--- config.mk ---
export PLATFORM = sky130hd
export DESIGN_NAME = asrw_ctrl
export DESIGN_NICKNAME = d
export VERILOG_FILES = /design/src/core/asrw_pkg.sv /design/src/core/asrw_counter.sv /design/src/core/asrw_ctrl.sv
export SDC_FILE = /design/constraint.sdc
export NUM_CORES = 1
export LEC_CHECK = 0
export BUFFER_PORTS_ARGS = -buffer_cell sky130_fd_sc_hd__buf_4
export CORE_UTILIZATION = 24
export CTS_BUF_LIST = sky130_fd_sc_hd__clkbuf_4
export DETAILED_ROUTE_END_ITERATION = 8
export SKIP_LAST_GASP = 1
export SLEW_MARGIN = 20
export SYNTH_ARGS = -nofsm -noshare
export SYNTH_HDL_FRONTEND = slang
export SYNTH_SLANG_ARGS = --single-unit
--- constraint.sdc ---
create_clock -name clk_sys -period 3.4 [get_ports clk_sys]
set_input_delay 0.68 -clock clk_sys [delete_from_list [all_inputs] [get_ports clk_sys]]
set_output_delay 0.68 -clock clk_sys [all_outputs]
set_load 0.005 [all_outputs]
--- src/core/asrw_pkg.sv ---
// asrw_pkg: constants for the asynchronous static memory host controller
// assumes a 200 MHz system clock; all timing counts are cycles of it
package asrw_pkg;
  localparam int ADDR_W        = 19;
  localparam int DATA_W        = 8;
  localparam int CLK_PERIOD_PS = 5000;
  // memory timing figures in ns
  localparam int T_READ_CYCLE_NS  = 45;
  localparam int T_ADDR_ACCESS_NS = 45;
  localparam int T_OE_ACCESS_NS   = 20;
  localparam int T_WRITE_CYCLE_NS = 45;
  localparam int T_WE_PULSE_NS    = 35;
  localparam int T_CE_WRITE_NS    = 35;
  localparam int T_ADDR_SETUP_NS  = 35;
  localparam int T_DATA_SETUP_NS  = 25;
  localparam int T_BUS_RELEASE_NS = 5;
  localparam int T_WE_HIZ_NS      = 15;
  // least times round up to whole cycles
  localparam int RD_CYC  = (T_READ_CYCLE_NS * 1000 + CLK_PERIOD_PS - 1) / CLK_PERIOD_PS;
  localparam int WE_CYC  = (T_WE_PULSE_NS * 1000 + CLK_PERIOD_PS - 1) / CLK_PERIOD_PS;
  localparam int WC_CYC  = (T_WRITE_CYCLE_NS * 1000 + CLK_PERIOD_PS - 1) / CLK_PERIOD_PS;
  localparam int HIZ_CYC = (T_WE_HIZ_NS * 1000 + CLK_PERIOD_PS - 1) / CLK_PERIOD_PS;
  localparam int REL_CYC = (T_BUS_RELEASE_NS * 1000 + CLK_PERIOD_PS - 1) / CLK_PERIOD_PS;
  localparam int CNT_W   = 8;

  typedef enum logic [2:0] {
    ST_IDLE, ST_READ, ST_WR_SETUP, ST_WR_PULSE, ST_WR_RECOVER
  } asrw_state_type;
endpackage

--- src/core/asrw_counter.sv ---
// asrw_counter: down counter for strobe phase lengths
// loaded by the controller at each phase start; done when it reaches one
`timescale 1ns/1ps
module asrw_counter #(
  parameter int W = 8
) (
  input  wire logic         clk_sys, // system clock
  input  wire logic         resetn,  // async reset, active low
  input  wire logic         load,    // load a new phase length
  input  wire logic [W-1:0] value,   // phase length in cycles, at least one
  output logic              done     // current phase ends this cycle
);
  logic [W-1:0] count;
  assign done = (count <= W'(1));
  always_ff @(posedge clk_sys or negedge resetn) begin
    if (!resetn) begin
      count <= '0;
    end else if (load) begin
      count <= value;
    end else if (count != '0) begin
      count <= count - W'(1);
    end
  end
endmodule

--- src/core/asrw_ctrl.sv ---
// asrw_ctrl: host controller for a byte-wide asynchronous static memory
// drives chip select, output enable, write strobe, address and data pins;
// the memory is clockless and the data pins are split into in/out/enable.
// assumes the user holds a request until it is taken; nothing is dropped.
// Functional notes
// - write strobe stays high throughout every read
// - reads spaced 45 ns; data sampled 45 ns after address
// - back-to-back reads keep select and output enable low, only address changes
// - address valid no later than chip select falling
// - all signals valid before the last enabling strobe falls; reads drive address on the same edge that select and output enable fall
// - write data stable 25 ns before terminating edge
// - write data held until at least the terminating edge
// - address stable 35 ns before write end
// - address unchanged until after write end
// - write strobe low at least 35 ns
// - write cycles 45 ns apart, select low 35 ns before end
// - select high before data retention supply reduction
`timescale 1ns/1ps
module asrw_ctrl #(
  parameter int ADDR_W = asrw_pkg::ADDR_W,
  parameter int DATA_W = asrw_pkg::DATA_W
) (
  input  wire logic              clk_sys,            // system clock, 200 MHz
  input  wire logic              resetn,             // async reset, active low
  input  wire logic              req_valid,          // user request present
  input  wire logic              req_write,          // 1 write, 0 read
  input  wire logic [ADDR_W-1:0] req_addr,           // byte address
  input  wire logic [DATA_W-1:0] req_wdata,          // write byte
  input  wire logic              retention_req,      // ask for select held high
  output logic                   req_ready,          // request taken when valid and ready
  output logic                   rsp_valid,          // one-cycle read data pulse
  output logic [DATA_W-1:0]      rsp_rdata,          // read byte
  output logic                   retention_safe,     // select is high, supply may drop
  output logic                   mem_cs_n,           // chip select, active low
  output logic                   mem_oe_n,           // output enable, active low
  output logic                   mem_we_n,           // write strobe, active low
  output logic [ADDR_W-1:0]      word_address_lines, // address pins
  input  wire logic [DATA_W-1:0] byte_data_lines_in, // data pins as seen
  output logic [DATA_W-1:0]      byte_data_lines_out,// data driven on pins
  output logic                   byte_data_lines_oe  // high while host drives data
);
  asrw_pkg::asrw_state_type state;
  asrw_pkg::asrw_state_type next_state;

  logic                   phase_done;
  logic                   load;
  logic [asrw_pkg::CNT_W-1:0] load_value;
  logic                   rd_last;

  wire take      = req_ready && req_valid;
  wire take_rd   = take && !req_write;
  wire take_wr   = take && req_write;
  wire in_read   = (state == asrw_pkg::ST_READ);
  // the read counter runs one short so the closing cycle is known a cycle
  // ahead; rd_last then marks that closing cycle
  wire rd_near   = in_read && phase_done && !rd_last;
  wire rd_end    = in_read && rd_last;
  // a read may chain straight into the next read without lifting select
  wire chain_ok  = rd_near && !load;

  // write setup: one cycle with address and data valid, select low, oe and we high, before we falls
  localparam int SETUP_CYC = 1;
  // pulse holds we low long enough for pulse width, data setup and address setup
  localparam int PULSE_CYC = (asrw_pkg::WE_CYC > asrw_pkg::HIZ_CYC) ? asrw_pkg::WE_CYC : asrw_pkg::HIZ_CYC;
  localparam int RECOV_A   = asrw_pkg::WC_CYC - SETUP_CYC - PULSE_CYC;
  localparam int RECOV_CYC = (RECOV_A > asrw_pkg::REL_CYC) ? RECOV_A : asrw_pkg::REL_CYC;
  // read length less the closing cycle that rd_last stands for; a read
  // therefore always spans at least two clocks
  localparam int RD_LOAD   = (asrw_pkg::RD_CYC > 1) ? asrw_pkg::RD_CYC - 1 : 1;

  always_comb begin
    next_state = state;
    load       = 1'b0;
    load_value = '0;
    case (state)
      asrw_pkg::ST_IDLE, asrw_pkg::ST_READ: begin
        if (take_rd) begin
          next_state = asrw_pkg::ST_READ;
          load       = 1'b1;
          load_value = asrw_pkg::CNT_W'(RD_LOAD);
        end else if (take_wr) begin
          next_state = asrw_pkg::ST_WR_SETUP;
          load       = 1'b1;
          load_value = asrw_pkg::CNT_W'(SETUP_CYC);
        end else if (rd_end) begin
          next_state = asrw_pkg::ST_IDLE;
        end
      end
      asrw_pkg::ST_WR_SETUP: begin
        if (phase_done) begin
          next_state = asrw_pkg::ST_WR_PULSE;
          load       = 1'b1;
          load_value = asrw_pkg::CNT_W'(PULSE_CYC);
        end
      end
      asrw_pkg::ST_WR_PULSE: begin
        if (phase_done) begin
          next_state = asrw_pkg::ST_WR_RECOVER;
          load       = 1'b1;
          load_value = asrw_pkg::CNT_W'(RECOV_CYC);
        end
      end
      asrw_pkg::ST_WR_RECOVER: begin
        if (phase_done) begin
          next_state = asrw_pkg::ST_IDLE;
        end
      end
      default: next_state = asrw_pkg::ST_IDLE;
    endcase
  end

  asrw_counter #(
    .W(asrw_pkg::CNT_W)
  ) u_phase (
    .clk_sys (clk_sys),
    .resetn  (resetn),
    .load    (load),
    .value   (load_value),
    .done    (phase_done)
  );

  wire next_read     = (next_state == asrw_pkg::ST_READ);
  // select spans setup and pulse so it rises with we: we terminates the write
  wire next_cs_n     = !(next_read || (next_state == asrw_pkg::ST_WR_SETUP)
                       || (next_state == asrw_pkg::ST_WR_PULSE));
  wire next_oe_n     = !next_read;
  wire next_we_n     = !(next_state == asrw_pkg::ST_WR_PULSE);
  // host drives data through setup and pulse, releases it with the rising strobe
  wire next_drive    = (next_state == asrw_pkg::ST_WR_SETUP) || (next_state == asrw_pkg::ST_WR_PULSE);
  // limitation: a write taken in the closing cycle of a read drives data
  // while the memory may still be turning its outputs off
  // ready rises a cycle early so a waiting read is taken in the closing
  // cycle of the current one and select never lifts between them
  wire next_ready    = !retention_req && ((next_state == asrw_pkg::ST_IDLE) || chain_ok);
  wire next_safe     = retention_req && next_cs_n && (next_state == asrw_pkg::ST_IDLE);

  always_ff @(posedge clk_sys or negedge resetn) begin
    if (!resetn) begin
      state <= asrw_pkg::ST_IDLE;
    end else begin
      state <= next_state;
    end
  end

  always_ff @(posedge clk_sys or negedge resetn) begin
    if (!resetn) begin
      mem_cs_n           <= 1'b1;
      mem_oe_n           <= 1'b1;
      mem_we_n           <= 1'b1;
    end else begin
      mem_cs_n           <= next_cs_n;
      mem_oe_n           <= next_oe_n;
      mem_we_n           <= next_we_n;
    end
  end

  // data enable leaves on the same edge as the write strobe rises
  always_ff @(posedge clk_sys or negedge resetn) begin
    if (!resetn) begin
      byte_data_lines_oe <= 1'b0;
    end else begin
      byte_data_lines_oe <= next_drive;
    end
  end

  // address and data change only when a request is taken, so both stay put
  // through the terminating edge and the following recovery
  always_ff @(posedge clk_sys or negedge resetn) begin
    if (!resetn) begin
      word_address_lines  <= '0;
      byte_data_lines_out <= '0;
    end else if (take) begin
      word_address_lines  <= req_addr;
      byte_data_lines_out <= req_wdata;
    end
  end

  // read data is sampled on the last cycle of the read cycle, past access time
  always_ff @(posedge clk_sys or negedge resetn) begin
    if (!resetn) begin
      rsp_valid <= 1'b0;
    end else begin
      rsp_valid <= rd_end;
    end
  end

  // rsp_rdata keeps the last byte read until the next read closes
  always_ff @(posedge clk_sys or negedge resetn) begin
    if (!resetn) begin
      rsp_rdata <= '0;
    end else if (rd_end) begin
      rsp_rdata <= byte_data_lines_in;
    end
  end

  always_ff @(posedge clk_sys or negedge resetn) begin
    if (!resetn) begin
      rd_last <= 1'b0;
    end else begin
      rd_last <= rd_near && !load;
    end
  end

  always_ff @(posedge clk_sys or negedge resetn) begin
    if (!resetn) begin
      req_ready <= 1'b0;
    end else begin
      req_ready <= next_ready;
    end
  end

  // safe rises on the edge that parks select high, or once it is parked, with the controller idle
  always_ff @(posedge clk_sys or negedge resetn) begin
    if (!resetn) begin
      retention_safe <= 1'b0;
    end else begin
      retention_safe <= next_safe;
    end
  end
endmodule

=== Word-level counts from Yosys, hierarchy flattened ===
Cells that the tools add are included.

* Flip-flop bits (word level): 54
* Input bits: 40
* Output and inout port bits: 42

* $add $sub $neg: 1
* Order comparisons: 1
* Eq/ne operators: 7
* Muxes and demuxes: 18
* Reductions and logical operators: 27

{| class="wikitable"
|+ Operator list
! cell !! number
|-
| $mux 3 || 7
|-
| $mux 8 || 2
|-
| $eq 3x2->1 const B || 4
|-
| $pmux 3 s4 || 1
|-
| $pmux 4 s3 || 1
|-
| $logic_and 1x1->1 || 10
|-
| $le 8x1->1 const B || 1
|-
| $reduce_bool 8->1 || 1
|-
| $sub 8x1->8 const B || 1
|-
| $logic_not 1->1 || 7
|-
| $eq 3x1->1 const B || 2
|-
| $logic_not 3->1 || 2
|-
| $mux 1 || 5
|-
| $logic_or 1x1->1 || 4
|-
| $mux 4 || 1
|-
| $reduce_or 2->1 || 2
|-
| $eq 3x3->1 const B || 1
|-
| $pmux 1 s2 || 1
|-
| $reduce_bool 2->1 || 1
|}

=== Logic depth before layout (Yosys ltp) ===
* Depth after elaboration: 12
* Depth in mapped cells: 8
* Mapped depth without buffers: 6

=== Modules after synthesis ===
Synthesis repeated with hierarchy kept, for this count alone.

* Cell total of the unflattened synthesis: 177
* Area total of the unflattened synthesis: 2,384.8 µm²

{| class="wikitable"
|+ By module, submodules not included
! module !! times used !! cells an instance !! area an instance (µm²) !! sequential area each (µm²)
|-
| asrw_ctrl || 1 || 122 || 1,863.0 || 1,154.9
|-
| asrw_counter || 1 || 55 || 521.8 || 200.2
|}

=== Worst setup path after synthesis ===
OpenSTA, ideal clock, no wires.

* Path kind: reg2reg
* Start: register u_phase.count[0]
* End: register u_phase.count[6]
* Library setup time: 0.132 ns
* Arrival: 1.630 ns
* Required time: 3.268 ns
* Slack: 1.638 ns
* Stages on the path, launching flop included: 8
* Buffers on the path: 1
* Cells stage by stage: dfrtp_1 -> inv_1 -> ha_1 -> buf_2 -> or3b_2 -> nor4_1 -> xnor2_1 -> nor2_1

* Longest elaborated chain between the ends: 4
* Elaborated cells between the ends (all ways): 8
* Classes of those cells: add/sub: 1; order compare: 1; mux: 4; reduce/logical: 2

{| class="wikitable"
|+ Ends and longest elaborated chain
! item !! line !! RTL
|-
| start: declaration || asrw_counter.sv:13 || <nowiki>logic [W-1:0] count;</nowiki>
|-
| start signal: assignment || asrw_counter.sv:19 || <nowiki>count <= value;</nowiki>
|-
| start signal: assignment || asrw_counter.sv:21 || <nowiki>count <= count - W'(1);</nowiki>
|-
| $le 8x1->1 || asrw_counter.sv:14 || <nowiki>assign done = (count <= W'(1));</nowiki>
|-
| $mux 1 || asrw_ctrl.sv:90, asrw_ctrl.sv:97 ||
|-
| $pmux 1 s2 || asrw_ctrl.sv:75 || <nowiki>case (state)</nowiki>
|-
| $mux 8 / $reduce_bool 2->1 (equally long branches) || -- ||
|}

Parallel ways exist; a longest one is shown, timed or not. The select of a mux whose other input is x is not followed.
A chain may end at the register's enable or synchronous reset.

=== Final worst setup path ===
Same ends and word-level chain as after synthesis.

==> flow_metrics.tcl <==
set metrics [dict create \
    run_status "finished clean" \
    synth.distinct_cells 41 \
    maxCapViolCount 0 \
    p_leak_nw 1.42 \
    path_cells "inv_1 > ha_1 > or3b_2 > nor4_1 > xnor2_1 > nor2_1" \
    rsz0062_at_grt "false" \
    arrival_ns 2.22 \
    routed-via-count 1681 \
    grt_pass1_vias 1631 \
    grt_pass1_wl_um 8070 \
    dp_hpwl_um 3630 \
    slowest_delay_ns 0.51 \
    holdCritPathClass "in -> async" \
    synth-seq-cells 54 \
    area_growth_pct 34.1 \
    final_common_cell "buf_4" \
    slew-limit-headroom_pct 53.3 \
    holdWs_ns 0.327 \
    start_kind "register" \
    ctsResizeCount 0 \
    skew_ns 0.0135 \
    layout.nets 304 \
    die_y_um 99.9 \
    worst-path-max-fanout 8 \
    grt_max_degree 55 \
    cp.required_ns 3.66 \
    drt-wirelength-per-cell_um 12.6 \
    hold_viol_final 0 \
    clock_latency_ns 0.37 \
    clock_path_buffers 2 \
    cts_num_sinks 54 \
    die_area_sq_um 9990 \
    hold_buffers 0 \
    drive_above_1_share_pct 49.8 \
    htree_levels 2 \
    synthArstFlopShare_pct 100 \
    finalWirelength_um 4950 \
    gp_congestion 0.811 \
    start_util_pct 24.8 \
    diodes 0 \
    crit_buf_inv 1 \
    worstMarginPinSlew_ns 0.699 \
    grt_antenna_before_repair 0 \
    drt_pre_antenna_iters 4 \
    cp_top_family "simple AND/OR/NAND/NOR gates" \
    finalSetupViolCount 0 \
    critPathKind "reg -> reg" \
    cpMaxStageDelayCell "or3b_2" \
    cts_tree "yes" \
    netlist_area_sq_um 2300 \
    post-cts-setup-buffers 0 \
    drc_errors 0 \
    die_x_um 99.9 \
    track_usage_pct 10.2 \
    initialDrtViolationCount 80 \
    port_buffers 81 \
    cts_buffers 5 \
    post-route-period-util_pct 57.8 \
    ant_nets 0 \
    path_clk_slew_ns 0.15 \
    synth_edf_count 0 \
    end_kind "register" \
    postSynthCellCount 182 \
    post-route-min-period_ns 1.96 \
    rows 35 \
    yosysSeqAreaShare_pct 58.9 \
    ys.flop_type "dfrtp_1" \
    tns_ns 0 \
    ys_warn_count 0 \
    ir_drop_uv 337 \
    p_per_area_nw_per_um2 801 \
    fmax_mhz 509 \
    core_area_sq_um 9280 \
    viasPerCell 4.29 \
    slew_violations 0 \
    syn_area_per_cell_sq_um 12.6 \
    top_level_ports 82 \
    syn_nets 224 \
    root_buffer "clkbuf_4" \
    grt_overflow 0 \
    layout_common_cells "buf_4 (82), dfrtp_1 (51), mux2_2 (35), nor2_1 (15), inv_1 (7)" \
]
-- cells in the mapped netlist (all sizes together) (3+ instances only) --
master | n | share of area, %
dfrtp | 51 | 55
or3 | 3 | 0.87
nand3 | 6 | 1.3
a21oi | 6 | 1.3
nor2 | 15 | 2.4
dfstp | 3 | 3.4
mux2 | 35 | 17
inv | 7 | 1.1
buf | 7 | 1.5
xnor2 | 3 | 1.1
nand2 | 4 | 0.65
o21ai | 7 | 1.5
-- worst paths after layout --
kind / slack [ns] / startpoint / end / depth (start not counted)
min in group clk_sys: 0.43 / retention_req / req_ready / 2
worst min-delay path: 0.33 / resetn / rsp_rdata[5] / 1
worst max-delay path: 1.44 / u_phase.count[0] / u_phase.count[6] / 6
max in group asynchronous: 2.60 / resetn / byte_data_lines_out[3] / 1
worst max register to register: 1.44 / u_phase.count[0] / u_phase.count[6] / 6
worst min register to register: 0.52 / word_address_lines[15] / word_address_lines[15] / 1
-- cells by family (layout without fill, tap and decap cells) --
group / Yosys count / in the layout / share of synthesized area (%)
buffers and inverters: 16 / 97 / 2.94
and+or+nand+nor: 44 / 44 / 10.9
AOI/OAI and AO/OA: 27 / 27 / 7.61
DFF: 54 / 54 / 58.9
adders and majority gates: 2 / 2 / 1.09
muxes: 35 / 35 / 17.1
xor gates and xnor gates: 4 / 4 / 1.52
-- power by group --
| part | total, W | switching [W] | internal, W |
|---|---|---|---|
| Combinational | 0.00108 | 0.000438 | 0.000638 |
| Clock | 0.000267 | 0.000193 | 0.0000744 |
| Sequential | 0.00113 | 0.000201 | 0.000928 |
| Total | 0.00247 | 0.000832 | 0.00164 |
-- stage by stage --
| step | utilization (%) | total power (W) | setup WS (ns) | area (sq um) | std cells |
|---|---|---|---|---|---|
| 2_1_floorplan | - | 0.00171 | 1.64 | 2300 | 182 |
| 3_3_place_gp | 32.7 | 0.00221 | 1.16 | 3040 | 384 |
| 3_5_place_dp | 32.7 | 0.00223 | 1.13 | 3040 | 384 |
| 4_1_cts | 33.2 | 0.00250 | 1.44 | 3090 | 392 |
| 5_1_grt | 33.2 | 0.00267 | 1.31 | 3090 | 392 |
| 6_report | 33.2 | 0.00247 | 1.44 | 3090 | 392 |
-- final cells by class --
class                      count  area [sq um]
fill                         961          6200
sequential                    54          1360
multi-input combinational    112           880
timing repair buffer          82           616
tap                          129           161
clock buffer                   5          37.5
inverter                       7          26.3
clock inverter                 3          11.3
-- sequential cells by signal, indices dropped and copies added (netlist names) --
signal	flops
byte_data_lines_oe	1
byte_data_lines_out	8
mem_cs_n	1
mem_oe_n	1
mem_we_n	1
rd_last	1
req_ready	1
retention_safe	1
rsp_rdata	8
rsp_valid	1
state	3
u_phase.count	8
word_address_lines	19
-- per-layer routing --
| layer | share of wire (%) | vias to the layer above | GRT usage [%] |
|---|---|---|---|
| met3 | 7.3 | 7 | 3.62 |
| met5 | 0 | - | 0 |
| met1 | 45 | 809 | 13.7 |
| li1 | - | 799 | - |
| met2 | 47 | 66 | 15.3 |
| met4 | 1.5 | 0 | 3.39 |
-- worst reg2reg max path, stage by stage (launching register included) --
cell and delay (ns):
dfrtp_1 0.45, inv_1 0.10, ha_1 0.31, or3b_2 0.51, nor4_1 0.26, xnor2_1 0.16
nor2_1 0.05
No activity file was read; power rests on OpenSTA's default activity.
